===== src/common/stop_seq_pkg.sv =====
// constants, types and register map for the stop-mode power sequencer
// assumes a single 40 MHz bus clock and an apb master for software access
// ****************************************************************
// Function
// - stop instruction enters stop only if stop enable set, else illegal-opcode reset
// - no debug: stop3 if power-down bit clear, stop2 both set, stop1 full only
// - monitor and its stop enable both set at entry keep regulator fully active in stop3
// - debug enabled at entry keeps debug clocks running during stop
// - debug enabled at entry keeps regulator out of standby, full regulation
// - in stop, status memory commands do no access and return stop error
// - background command with debug enabled wakes stop into background mode
// - entering stop2 latches pin outputs and output enables (pull-ups still follow software) so pins hold their state
// - in stop1/stop2 wake pin is active-low wake input, pull-up not forced
// - enabled periodic wake timer also wakes from stop1 or stop2
// - deep-stop wake restarts like power-on: registers reset, reset vector fetched
// - after deep-stop wake low-voltage reset is on at low trip point
// - stop2 wake sets partial flag; flag and pin latches hold until ack written 1
// - on ack gpio pins take current port register values
// - on unlatch, pins of disabled peripherals follow port control registers
// - entering stop1 puts every pin in high impedance
// - stop1 wake sets full flag, held until ack written 1
// - peripheral clocks halt in every stop mode, even with debug clocks on
// - stop2 keeps only ram and regulator in standby; rest powered off
// - stop3 converter runs only with its async clock and monitor enabled
// - stop3 clock source runs only with reference and stop enables set
// ****************************************************************
package stop_seq_pkg;

  localparam int unsigned PIN_COUNT = 6;
  localparam int unsigned WAKE_PIN  = 5;

  // ****************************************************************
  // register map
  // ****************************************************************
  localparam logic [7:0] OFS_CTRL_ONE = 8'h00;
  localparam logic [7:0] OFS_CTRL_TWO = 8'h04;

  localparam int unsigned B_STOP_EN   = 0;
  localparam int unsigned B_PDC       = 1;
  localparam int unsigned B_PARTIAL_POWERDOWN_CONTROL      = 2;
  localparam int unsigned B_VM_EN     = 3;
  localparam int unsigned B_VM_STOP   = 4;
  localparam int unsigned B_REF_CLK   = 5;
  localparam int unsigned B_REF_STOP  = 6;
  localparam int unsigned B_ADC_ASYNC = 7;
  localparam int unsigned B_RTI_EN    = 8;
  localparam int unsigned CTRL_W      = 9;

  localparam int unsigned B_PARTIAL_POWERDOWN_FLAG      = 0;
  localparam int unsigned B_PDF       = 1;
  localparam int unsigned B_STATE_LO  = 2;
  localparam int unsigned B_ACK       = 8;

  // monitor enabled after power-on, everything else off
  localparam logic [8:0] CTRL_RST = 9'h008;

  // ****************************************************************
  // timing
  // ****************************************************************
  localparam int unsigned CLK_PERIOD_NS  = 25;
  localparam int unsigned RESTART_NS     = 1000;
  localparam int unsigned RESTART_CYCLES =
    (RESTART_NS + CLK_PERIOD_NS - 1) / CLK_PERIOD_NS;

  // ****************************************************************
  // types
  // ****************************************************************
  typedef enum logic [2:0] {
    ST_RUN     = 3'b000,
    ST_STOP3   = 3'b001,
    ST_STOP2   = 3'b011,
    ST_STOP1   = 3'b010,
    ST_RESTART = 3'b110
  } pwr_state_t;

  typedef struct packed {
    logic       psel;
    logic       penable;
    logic       pwrite;
    logic [7:0] paddr;
    logic [31:0] pwdata;
  } apb_req_t;

  typedef struct packed {
    logic        pready;
    logic        pslverr;
    logic [31:0] prdata;
  } apb_rsp_t;

  typedef struct packed {
    logic cpu;
    logic ram;
    logic flash;
    logic port_regs;
    logic periph_clk;
    logic debug_clk;
    logic reg_full;
    logic reg_standby;
    logic adc_run;
    logic ics_run;
  } pwr_ctl_t;

endpackage


===== src/hdl/stop_mode_power_sequencer.sv =====
// stop-mode power sequencer: stop entry, wake, restart and pin latching
// assumes the sequencer clock keeps running in every stop mode (always-on)
// and that cpu, debug and wake-timer strobes are synchronous to i_mclk
//
// The implementer's own choices: the register offsets and the APB interface to the registers.
module stop_mode_power_sequencer #(
  parameter int unsigned PINS = stop_seq_pkg::PIN_COUNT
) (
  input  wire logic                   i_mclk,
  input  wire logic                   i_srst,
  input  wire stop_seq_pkg::apb_req_t i_apb,
  output stop_seq_pkg::apb_rsp_t      o_apb,
  input  wire logic                   i_stop_exec,
  input  wire logic                   i_debug_mode_enable,
  input  wire logic                   i_bkgd_cmd,
  input  wire logic                   i_mem_status_cmd,
  input  wire logic                   i_irq_wake,
  input  wire logic                   i_rti_wake,
  input  wire logic                   i_wake_pin_n,
  input  wire logic                   i_vdd_below_low_trip,
  input  wire logic [PINS-1:0]        i_port_data,
  input  wire logic [PINS-1:0]        i_port_dir,
  input  wire logic [PINS-1:0]        i_port_pullup_enables,
  input  wire logic [PINS-1:0]        i_periph_en,
  input  wire logic [PINS-1:0]        i_periph_out,
  input  wire logic [PINS-1:0]        i_periph_oe,
  output logic [PINS-1:0]             o_pin_o,
  output logic [PINS-1:0]             o_pin_oe,
  output logic [PINS-1:0]             o_pin_pullup,
  output logic                        o_illegal_op_reset,
  output logic                        o_sys_reset,
  output logic                        o_lvr_enable,
  output logic                        o_lvr_low_trip,
  output logic                        o_enter_background,
  output logic                        o_mem_status_err,
  output logic                        o_debug_cmds_all,
  output stop_seq_pkg::pwr_ctl_t      o_pwr
);

  // ****************************************************************
  // state
  // ****************************************************************
  typedef struct packed {
    stop_seq_pkg::pwr_state_t st;
    logic [stop_seq_pkg::CTRL_W-1:0] ctrl;
    logic       partial_powerdown_flag;
    logic       full_powerdown_flag;
    logic       dbg_entry;
    logic       vm_keep;
    logic [1:0] wake_sync;
    logic [1:0] vdd_sync;
    logic [7:0] cnt;
    logic [PINS-1:0] pin_o;
    logic [PINS-1:0] pin_oe;
    logic [PINS-1:0] pull;
    logic       ill;
    logic       bgnd;
    logic       mserr;
    logic [31:0] rdata;
    logic       slverr;
  } seq_state_t;

  seq_state_t state_ff;
  seq_state_t nxt_state;

  localparam seq_state_t STATE_RST = '{
    st:        stop_seq_pkg::ST_RUN,
    ctrl:      stop_seq_pkg::CTRL_RST,
    partial_powerdown_flag:      1'b0,
    full_powerdown_flag:       1'b0,
    dbg_entry: 1'b0,
    vm_keep:   1'b0,
    wake_sync: 2'b11,
    vdd_sync:  2'b00,
    cnt:       8'h00,
    pin_o:     '0,
    pin_oe:    '0,
    pull:      '0,
    ill:       1'b0,
    bgnd:      1'b0,
    mserr:     1'b0,
    rdata:     32'h0000_0000,
    slverr:    1'b0
  };

  localparam logic [7:0] RESTART_LAST =
    8'(stop_seq_pkg::RESTART_CYCLES - 1);

  // ****************************************************************
  // next state
  // ****************************************************************
  logic            setup;
  logic            wr_access;
  logic            deep;
  logic            stopped;
  logic            pin_wake;
  logic            deep_wake;
  logic            ack;
  logic            hold_pins;
  logic [PINS-1:0] live_o;
  logic [PINS-1:0] live_oe;
  logic [31:0]     rd;

  always_comb begin
    nxt_state = state_ff;
    setup     = i_apb.psel && !i_apb.penable;
    wr_access = i_apb.psel && i_apb.penable && i_apb.pwrite;
    deep      = (state_ff.st == stop_seq_pkg::ST_STOP1) ||
                (state_ff.st == stop_seq_pkg::ST_STOP2);
    stopped   = deep || (state_ff.st == stop_seq_pkg::ST_STOP3);
    // the pin path is synchronised only for this always-on sequencer;
    // the pad wake itself is an async level and needs no system clock
    pin_wake  = !state_ff.wake_sync[1];
    deep_wake = deep && (pin_wake ||
                (state_ff.ctrl[stop_seq_pkg::B_RTI_EN] && i_rti_wake));
    ack       = wr_access && (i_apb.paddr == stop_seq_pkg::OFS_CTRL_TWO) &&
                i_apb.pwdata[stop_seq_pkg::B_ACK];

    nxt_state.wake_sync = {state_ff.wake_sync[0], i_wake_pin_n};
    nxt_state.vdd_sync  = {state_ff.vdd_sync[0], i_vdd_below_low_trip};
    nxt_state.ill       = 1'b0;
    nxt_state.bgnd      = 1'b0;
    nxt_state.mserr     = stopped && i_mem_status_cmd;

    // software control register writes
    if (wr_access && (i_apb.paddr == stop_seq_pkg::OFS_CTRL_ONE)) begin
      nxt_state.ctrl = i_apb.pwdata[stop_seq_pkg::CTRL_W-1:0];
    end

    case (state_ff.st)
      stop_seq_pkg::ST_RUN: begin
        if (i_stop_exec) begin
          if (!state_ff.ctrl[stop_seq_pkg::B_STOP_EN]) begin
            nxt_state.ill = 1'b1;
          end else begin
            nxt_state.dbg_entry = i_debug_mode_enable;
            nxt_state.vm_keep   = state_ff.ctrl[stop_seq_pkg::B_VM_EN] &&
                                  state_ff.ctrl[stop_seq_pkg::B_VM_STOP];
            if (i_debug_mode_enable ||
                !state_ff.ctrl[stop_seq_pkg::B_PDC]) begin
              nxt_state.st = stop_seq_pkg::ST_STOP3;
            end else if (state_ff.ctrl[stop_seq_pkg::B_PARTIAL_POWERDOWN_CONTROL]) begin
              nxt_state.st = stop_seq_pkg::ST_STOP2;
            end else begin
              nxt_state.st = stop_seq_pkg::ST_STOP1;
            end
          end
        end
      end
      stop_seq_pkg::ST_STOP3: begin
        if (state_ff.dbg_entry && i_bkgd_cmd) begin
          nxt_state.bgnd = 1'b1;
          nxt_state.st   = stop_seq_pkg::ST_RUN;
        end else if (i_irq_wake ||
                     (state_ff.ctrl[stop_seq_pkg::B_RTI_EN] && i_rti_wake)) begin
          nxt_state.st = stop_seq_pkg::ST_RUN;
        end
      end
      stop_seq_pkg::ST_STOP2: begin
        if (deep_wake) begin
          nxt_state.partial_powerdown_flag = 1'b1;
          nxt_state.st   = stop_seq_pkg::ST_RESTART;
        end
      end
      stop_seq_pkg::ST_STOP1: begin
        if (deep_wake) begin
          nxt_state.full_powerdown_flag = 1'b1;
          nxt_state.st  = stop_seq_pkg::ST_RESTART;
        end
      end
      stop_seq_pkg::ST_RESTART: begin
        // power-on style restart: control back to reset values
        nxt_state.ctrl      = stop_seq_pkg::CTRL_RST;
        nxt_state.dbg_entry = 1'b0;
        nxt_state.vm_keep   = 1'b0;
        if (state_ff.cnt != RESTART_LAST) begin
          nxt_state.cnt = state_ff.cnt + 8'h01;
        end else if (!state_ff.vdd_sync[1]) begin
          nxt_state.cnt = 8'h00;
          nxt_state.st  = stop_seq_pkg::ST_RUN;
        end
      end
      default: begin
        nxt_state.st = stop_seq_pkg::ST_RUN;
      end
    endcase

    // set wins over a clear in the same cycle
    if (ack && !deep_wake) begin
      nxt_state.partial_powerdown_flag = 1'b0;
      nxt_state.full_powerdown_flag  = 1'b0;
    end

    // ****************************************************************
    // pin control
    // ****************************************************************
    // disabled peripherals fall back to the port registers
    live_o  = (i_periph_en & i_periph_out) | (~i_periph_en & i_port_data);
    live_oe = (i_periph_en & i_periph_oe)  | (~i_periph_en & i_port_dir);
    hold_pins = (state_ff.st == stop_seq_pkg::ST_STOP2) ||
                ((state_ff.st == stop_seq_pkg::ST_RESTART) && state_ff.partial_powerdown_flag) ||
                (state_ff.partial_powerdown_flag && !ack);
    if ((state_ff.st == stop_seq_pkg::ST_RUN) && i_stop_exec &&
        state_ff.ctrl[stop_seq_pkg::B_STOP_EN] && !i_debug_mode_enable &&
        state_ff.ctrl[stop_seq_pkg::B_PDC] && !state_ff.ctrl[stop_seq_pkg::B_PARTIAL_POWERDOWN_CONTROL]) begin
      nxt_state.pin_oe = '0;
    end else if (state_ff.st == stop_seq_pkg::ST_STOP1) begin
      nxt_state.pin_oe = '0;
    end else if (!hold_pins) begin
      nxt_state.pin_o  = live_o;
      nxt_state.pin_oe = live_oe;
    end
    if (deep || (nxt_state.st == stop_seq_pkg::ST_STOP2) ||
        (nxt_state.st == stop_seq_pkg::ST_STOP1)) begin
      nxt_state.pin_oe[stop_seq_pkg::WAKE_PIN] = 1'b0;
    end
    // pull-ups follow software only; deep stop never forces one
    nxt_state.pull = i_port_pullup_enables;

    // ****************************************************************
    // apb read path, captured in setup so the access phase has no wait
    // ****************************************************************
    rd = 32'h0000_0000;
    nxt_state.slverr = 1'b0;
    if (setup) begin
      if (i_apb.paddr == stop_seq_pkg::OFS_CTRL_ONE) begin
        rd[stop_seq_pkg::CTRL_W-1:0] = state_ff.ctrl;
      end else if (i_apb.paddr == stop_seq_pkg::OFS_CTRL_TWO) begin
        rd[stop_seq_pkg::B_PARTIAL_POWERDOWN_FLAG] = state_ff.partial_powerdown_flag;
        rd[stop_seq_pkg::B_PDF]  = state_ff.full_powerdown_flag;
        rd[stop_seq_pkg::B_STATE_LO +: 3] = state_ff.st;
      end else begin
        nxt_state.slverr = 1'b1;
      end
      nxt_state.rdata = rd;
    end else if (!i_apb.psel) begin
      nxt_state.rdata = 32'h0000_0000;
    end else begin
      nxt_state.slverr = state_ff.slverr;
    end
  end

  always_ff @(posedge i_mclk) begin
    if (i_srst) begin
      state_ff <= STATE_RST;
    end else begin
      state_ff <= nxt_state;
    end
  end

  // ****************************************************************
  // outputs
  // ****************************************************************
  logic run;
  logic s3;
  logic s2;

  assign run = state_ff.st == stop_seq_pkg::ST_RUN;
  assign s3  = state_ff.st == stop_seq_pkg::ST_STOP3;
  assign s2  = state_ff.st == stop_seq_pkg::ST_STOP2;

  assign o_apb.pready  = 1'b1;
  assign o_apb.pslverr = i_apb.psel && i_apb.penable && state_ff.slverr;
  assign o_apb.prdata  = state_ff.rdata;

  assign o_pin_o            = state_ff.pin_o;
  assign o_pin_oe           = state_ff.pin_oe;
  assign o_pin_pullup       = state_ff.pull;
  assign o_illegal_op_reset = state_ff.ill;
  assign o_sys_reset        = state_ff.st == stop_seq_pkg::ST_RESTART;
  assign o_lvr_enable       = o_sys_reset || state_ff.ctrl[stop_seq_pkg::B_VM_EN];
  assign o_lvr_low_trip     = o_sys_reset;
  assign o_enter_background = state_ff.bgnd;
  assign o_mem_status_err   = state_ff.mserr;
  assign o_debug_cmds_all   = run;

  // stop3 keeps state, deep modes cut power; the restart phase counts as on, except for the converter
  assign o_pwr.cpu         = !(state_ff.st == stop_seq_pkg::ST_STOP1) && !s2;
  assign o_pwr.ram         = state_ff.st != stop_seq_pkg::ST_STOP1;
  assign o_pwr.flash       = o_pwr.cpu;
  assign o_pwr.port_regs   = o_pwr.cpu;
  assign o_pwr.periph_clk  = run || o_sys_reset;
  assign o_pwr.debug_clk   = run || o_sys_reset || (s3 && state_ff.dbg_entry);
  assign o_pwr.reg_full    = !s2 && (state_ff.st != stop_seq_pkg::ST_STOP1) &&
                             (!s3 || state_ff.dbg_entry || state_ff.vm_keep);
  assign o_pwr.reg_standby = s2 || (s3 && !o_pwr.reg_full);
  assign o_pwr.adc_run     = run || (s3 && state_ff.ctrl[stop_seq_pkg::B_ADC_ASYNC] &&
                             state_ff.ctrl[stop_seq_pkg::B_VM_EN]);
  assign o_pwr.ics_run     = run || o_sys_reset ||
                             (s3 && state_ff.ctrl[stop_seq_pkg::B_REF_CLK] &&
                             state_ff.ctrl[stop_seq_pkg::B_REF_STOP]);

endmodule


===== config.mk =====
export PLATFORM = sky130hd
export DESIGN_NAME = stop_mode_power_sequencer
export DESIGN_NICKNAME = d
export VERILOG_FILES = /design/src/common/stop_seq_pkg.sv /design/src/hdl/stop_mode_power_sequencer.sv
export SDC_FILE = /design/constraint.sdc
export NUM_CORES = 1
export LEC_CHECK = 0
export BUFFER_PORTS_ARGS = -buffer_cell sky130_fd_sc_hd__buf_4
export CORE_UTILIZATION = 47
export CTS_BUF_LIST = sky130_fd_sc_hd__clkbuf_2 sky130_fd_sc_hd__clkbuf_4 sky130_fd_sc_hd__clkbuf_8
export DETAILED_ROUTE_END_ITERATION = 16
export PLACE_DENSITY_LB_ADDON = 0.25
export SLEW_MARGIN = 30
export SYNTH_ARGS = -nofsm -noshare
export SYNTH_HDL_FRONTEND = slang
export SYNTH_SLANG_ARGS = --single-unit
export TNS_END_PERCENT = 5

===== constraint.sdc =====
create_clock -name i_mclk -period 2 [get_ports i_mclk]
set_input_delay 0.1 -clock i_mclk [delete_from_list [all_inputs] [get_ports i_mclk]]
set_output_delay 0.1 -clock i_mclk [all_outputs]
set_load 0.005 [all_outputs]

==> flow_summary.json <==
{
  "final_net_count": 523,
  "post-route-period-util_pct": 91.9,
  "outcome": "completed",
  "dieArea_um2": 6920,
  "numClockSinks": 59,
  "critPathLaunchType": "register",
  "avgRoutedWirePerCell_um": 14.6,
  "crit_path_end_kind": "output port",
  "power.density_nw_per_um2": 661,
  "fmax_mhz": 544,
  "antenna_found_initial": 0,
  "yosys_warnings": 0,
  "cts_tree": "yes",
  "fp.dieW_um": 83.2,
  "synth_edf_count": 0,
  "port_buffers": 110,
  "synth_ff_type": "dfxtp_1",
  "layout-drive-gt1-share_pct": 34.2,
  "cp.required_ns": 1.90,
  "wirelength_mm": 7.53,
  "slowest_delay_ns": 0.44,
  "initial_core_util_pct": 48.8,
  "critPathArrivalTime_ns": 1.74,
  "cts_made_buffers": 9,
  "rows": 29,
  "grt_max_degree": 30,
  "first_iter_violations": 103,
  "place_congestion": 0.777,
  "drv_slew": 0,
  "clk-insertion-delay-late_ns": 0.34,
  "post_cts_buffers": 0,
  "cpMostUsedCell": "buf_4",
  "synthArstFlopShare_pct": 0,
  "grt_pass1_vias": 2607,
  "dp_cells": 487,
  "cp-endpoint": "o_pwr[0]",
  "critPathLaunch": "state_ff[79]",
  "clk_pin_slew_worst_paths_ns": 0.07,
  "r2r-end": "o_pin_oe[5]",
  "fin_tns_setup_ns": 0,
  "yosys.area.top_type": "dfxtp_1",
  "synth_cells": 340,
  "synth_top_area_share_pct": 38.1,
  "cpLargestDelayFamily": "buffers and inverters",
  "vias": 2711,
  "fin_total_pwr_mw": 2.66,
  "leakage_nw": 1.77,
  "peakVddDrop_mv": 0.411,
  "vias_per_cell": 5.26,
  "worst-r2r-setup-slack_ns": 0.30,
  "synthToLayoutAreaGrowth_pct": 29.8,
  "crit_fanout": 11,
  "yosys-top-cells-count": "59 x dfxtp_1, 56 x buf_4, 33 x nor2_1",
  "grt_pass1_wl_mm": 12.3,
  "synth_seq_cells": 59,
  "drv_cap": 0,
  "pin_count": 158,
  "p_sw_share_pct": 21.9,
  "syn_area_um2": 3100,
  "stdcell_count": 515,
  "clkPwrFrac_pct": 44.2,
  "yosysMostFrequentCell": "dfxtp_1",
  "grt_usage_pct": 22.1,
  "clockRootBuffer": "clkbuf_8",
  "setup_viol": 0,
  "dp.final_hpwl_mm": 5.46,
  "cp_slowest_cell": "dfxtp_1",
  "clockBufferDepth": 2,
  "yosys-top-cells-area": "dfxtp_1 38%, buf_4 14%, mux2i_1 6.8%",
  "p_seq_share_pct": 45.7,
  "htreeDepth": 3,
  "ys_seq_area_share_pct": 38.1,
  "drc": 0,
  "drtAntennaViolNets": 0,
  "r2r-start": "state_ff[79]",
  "coreArea_um2": 6350,
  "crit_cells": 6,
  "worst-r2r-cell-count": 5,
  "internal-power_mw": 2.08,
  "post-route-min-period_ns": 1.84,
  "skew_ns": 0.00539,
  "path_cells": "buf_4 -> nor2b_1 -> nand2_1 -> buf_4 -> o211ai_1 -> buf_4",
  "rsz0062_at_grt": "no",
  "comb_power_share_pct": 10.1,
  "critPathBufInv": 3,
  "n_fill_cell": 555,
  "grt_overflow_total": 0,
  "hold_viol": 0,
  "hold_class": "in2reg",
  "dr.pass1.iters": 4,
  "synth_cell_types": 55,
  "switching_power_mw": 0.583,
  "avgSynthCellArea_um2": 9.12,
  "diodes": 0,
  "critical_path_class": "reg2out",
  "die-height_um": 83.2
}
-- routing by layer --
metal	vias to the layer above	part of all wire, %	track usage, %
met4	0	1.9	8.15
met3	13	7.2	5.96
met5	-	0	0
met1	1271	42	26.2
met2	115	49	38.2
li1	1312	-	-
-- worst register-to-register path: cells and delay by family, from the launching register on --
family	cells	cell delay, ns
AND/OR/NAND/NOR	3	0.76
flip-flops	1	0.37
AO/OA/AOI/OAI	1	0.32
buffers and inverters	1	0.12
-- power by group through the flow --
stage | logic [mW] | registers [mW] | clock network, mW
2_1_floorplan | 0.157 | 1.24 | 0
3_3_place_gp | 0.246 | 1.24 | 0
3_5_place_dp | 0.250 | 1.24 | 0
4_1_cts | 0.269 | 1.22 | 1.20
5_1_grt | 0.292 | 1.22 | 1.26
6_report | 0.269 | 1.22 | 1.17
-- timing repair --
action	in CTS	in global routing
resized for setup	0	0
hold buffers	12	0
hold endpoints to repair	12	0
-- cell type report --
| class | count | area (um2) | share of cell area (%) |
|---|---|---|---|
| clock buffers | 13 | 179 | 4.45 |
| inverters | 7 | 26.3 | 0.653 |
| well taps | 77 | 96.3 | 2.39 |
| repair buffers | 130 | 1010 | 25.0 |
| flip-flops and latches | 59 | 1180 | 29.4 |
| multi-input cells | 226 | 1490 | 37.1 |
| clock inverters | 3 | 43.8 | 1.09 |
-- sequential cells by signal, indices dropped and copies added, names as in the netlist --
name / cells
state_ff: 27
o_apb: 9
o_pin_o: 6
o_pin_oe: 6
o_pin_pullup: 6
nxt_state: 2
o_enter_background: 1
o_illegal_op_reset: 1
o_mem_status_err: 1
-- logic make-up after synthesis --
logic type | synth area share (%)
adders and majority gates | 0.404
xor gates and xnor gates | 1.13
DFF | 38.1
muxes | 8.96
and+or+nand+nor | 18.3
other | 0.242
buffers and inverters | 16.6
AOI/OAI and AO/OA | 16.2
-- placed cells by master (no fill, tap or decap), types with 2 or more instances in the layout --
master	synthesis	layout
nand3_1	8	8
and3_1	4	4
mux2_1	5	5
dlygate4sd3_1	0	12
or2_1	3	3
or3_1	5	5
o31ai_1	2	2
nor2_1	33	33
mux2i_1	21	21
o21ai_1	7	7
o311ai_1	5	5
buf_4	56	118
nand2_1	12	12
nor4_2	1	2
a211oi_2	5	5
and2_1	2	2
a31oi_1	6	6
nand4_1	5	5
dfxtp_1	59	59
a2bb2oi_1	6	6
clkbuf_8	0	13
o31a_1	2	2
o21a_1	3	3
a32oi_1	5	5
nor2b_1	14	14
inv_2	4	4
xor2_1	4	4
a211oi_1	2	2
inv_1	3	3
nor3b_1	3	3
a21oi_1	15	15
conb_1	2	24
nand2b_1	3	3
-- metrics by stage --
stage | worst slack (ns) | utilization [%] | instance area [um2] | hold WS [ns]
2_1_floorplan | 0.337 | - | 3180 | 0.197
3_3_place_gp | 0.275 | 58.0 | 3680 | 0.286
3_5_place_dp | 0.266 | 58.0 | 3680 | 0.285
4_1_cts | 0.186 | 63.4 | 4020 | 0.000225
5_1_grt | 0.0420 | 63.4 | 4020 | 0.0206
6_report | 0.163 | 63.4 | 4020 | 0.00724
-- worst min-delay path by stage --
stage                   startpoint             to  slack (ns)  cells after the start
2_1_floorplan         i_wake_pin_n  nxt_state[65]        0.20                      1
3_3_place_gp          i_wake_pin_n  nxt_state[65]        0.29                      2
3_5_place_dp          i_wake_pin_n  nxt_state[65]        0.29                      2
4_1_cts                   i_apb[2]   state_ff[72]      0.0002                      3
5_1_grt        i_debug_mode_enable   state_ff[67]        0.02                      3
6_report                  i_apb[2]   state_ff[72]       0.007                      3
Note: power is estimated with default switching activity, not from simulation.
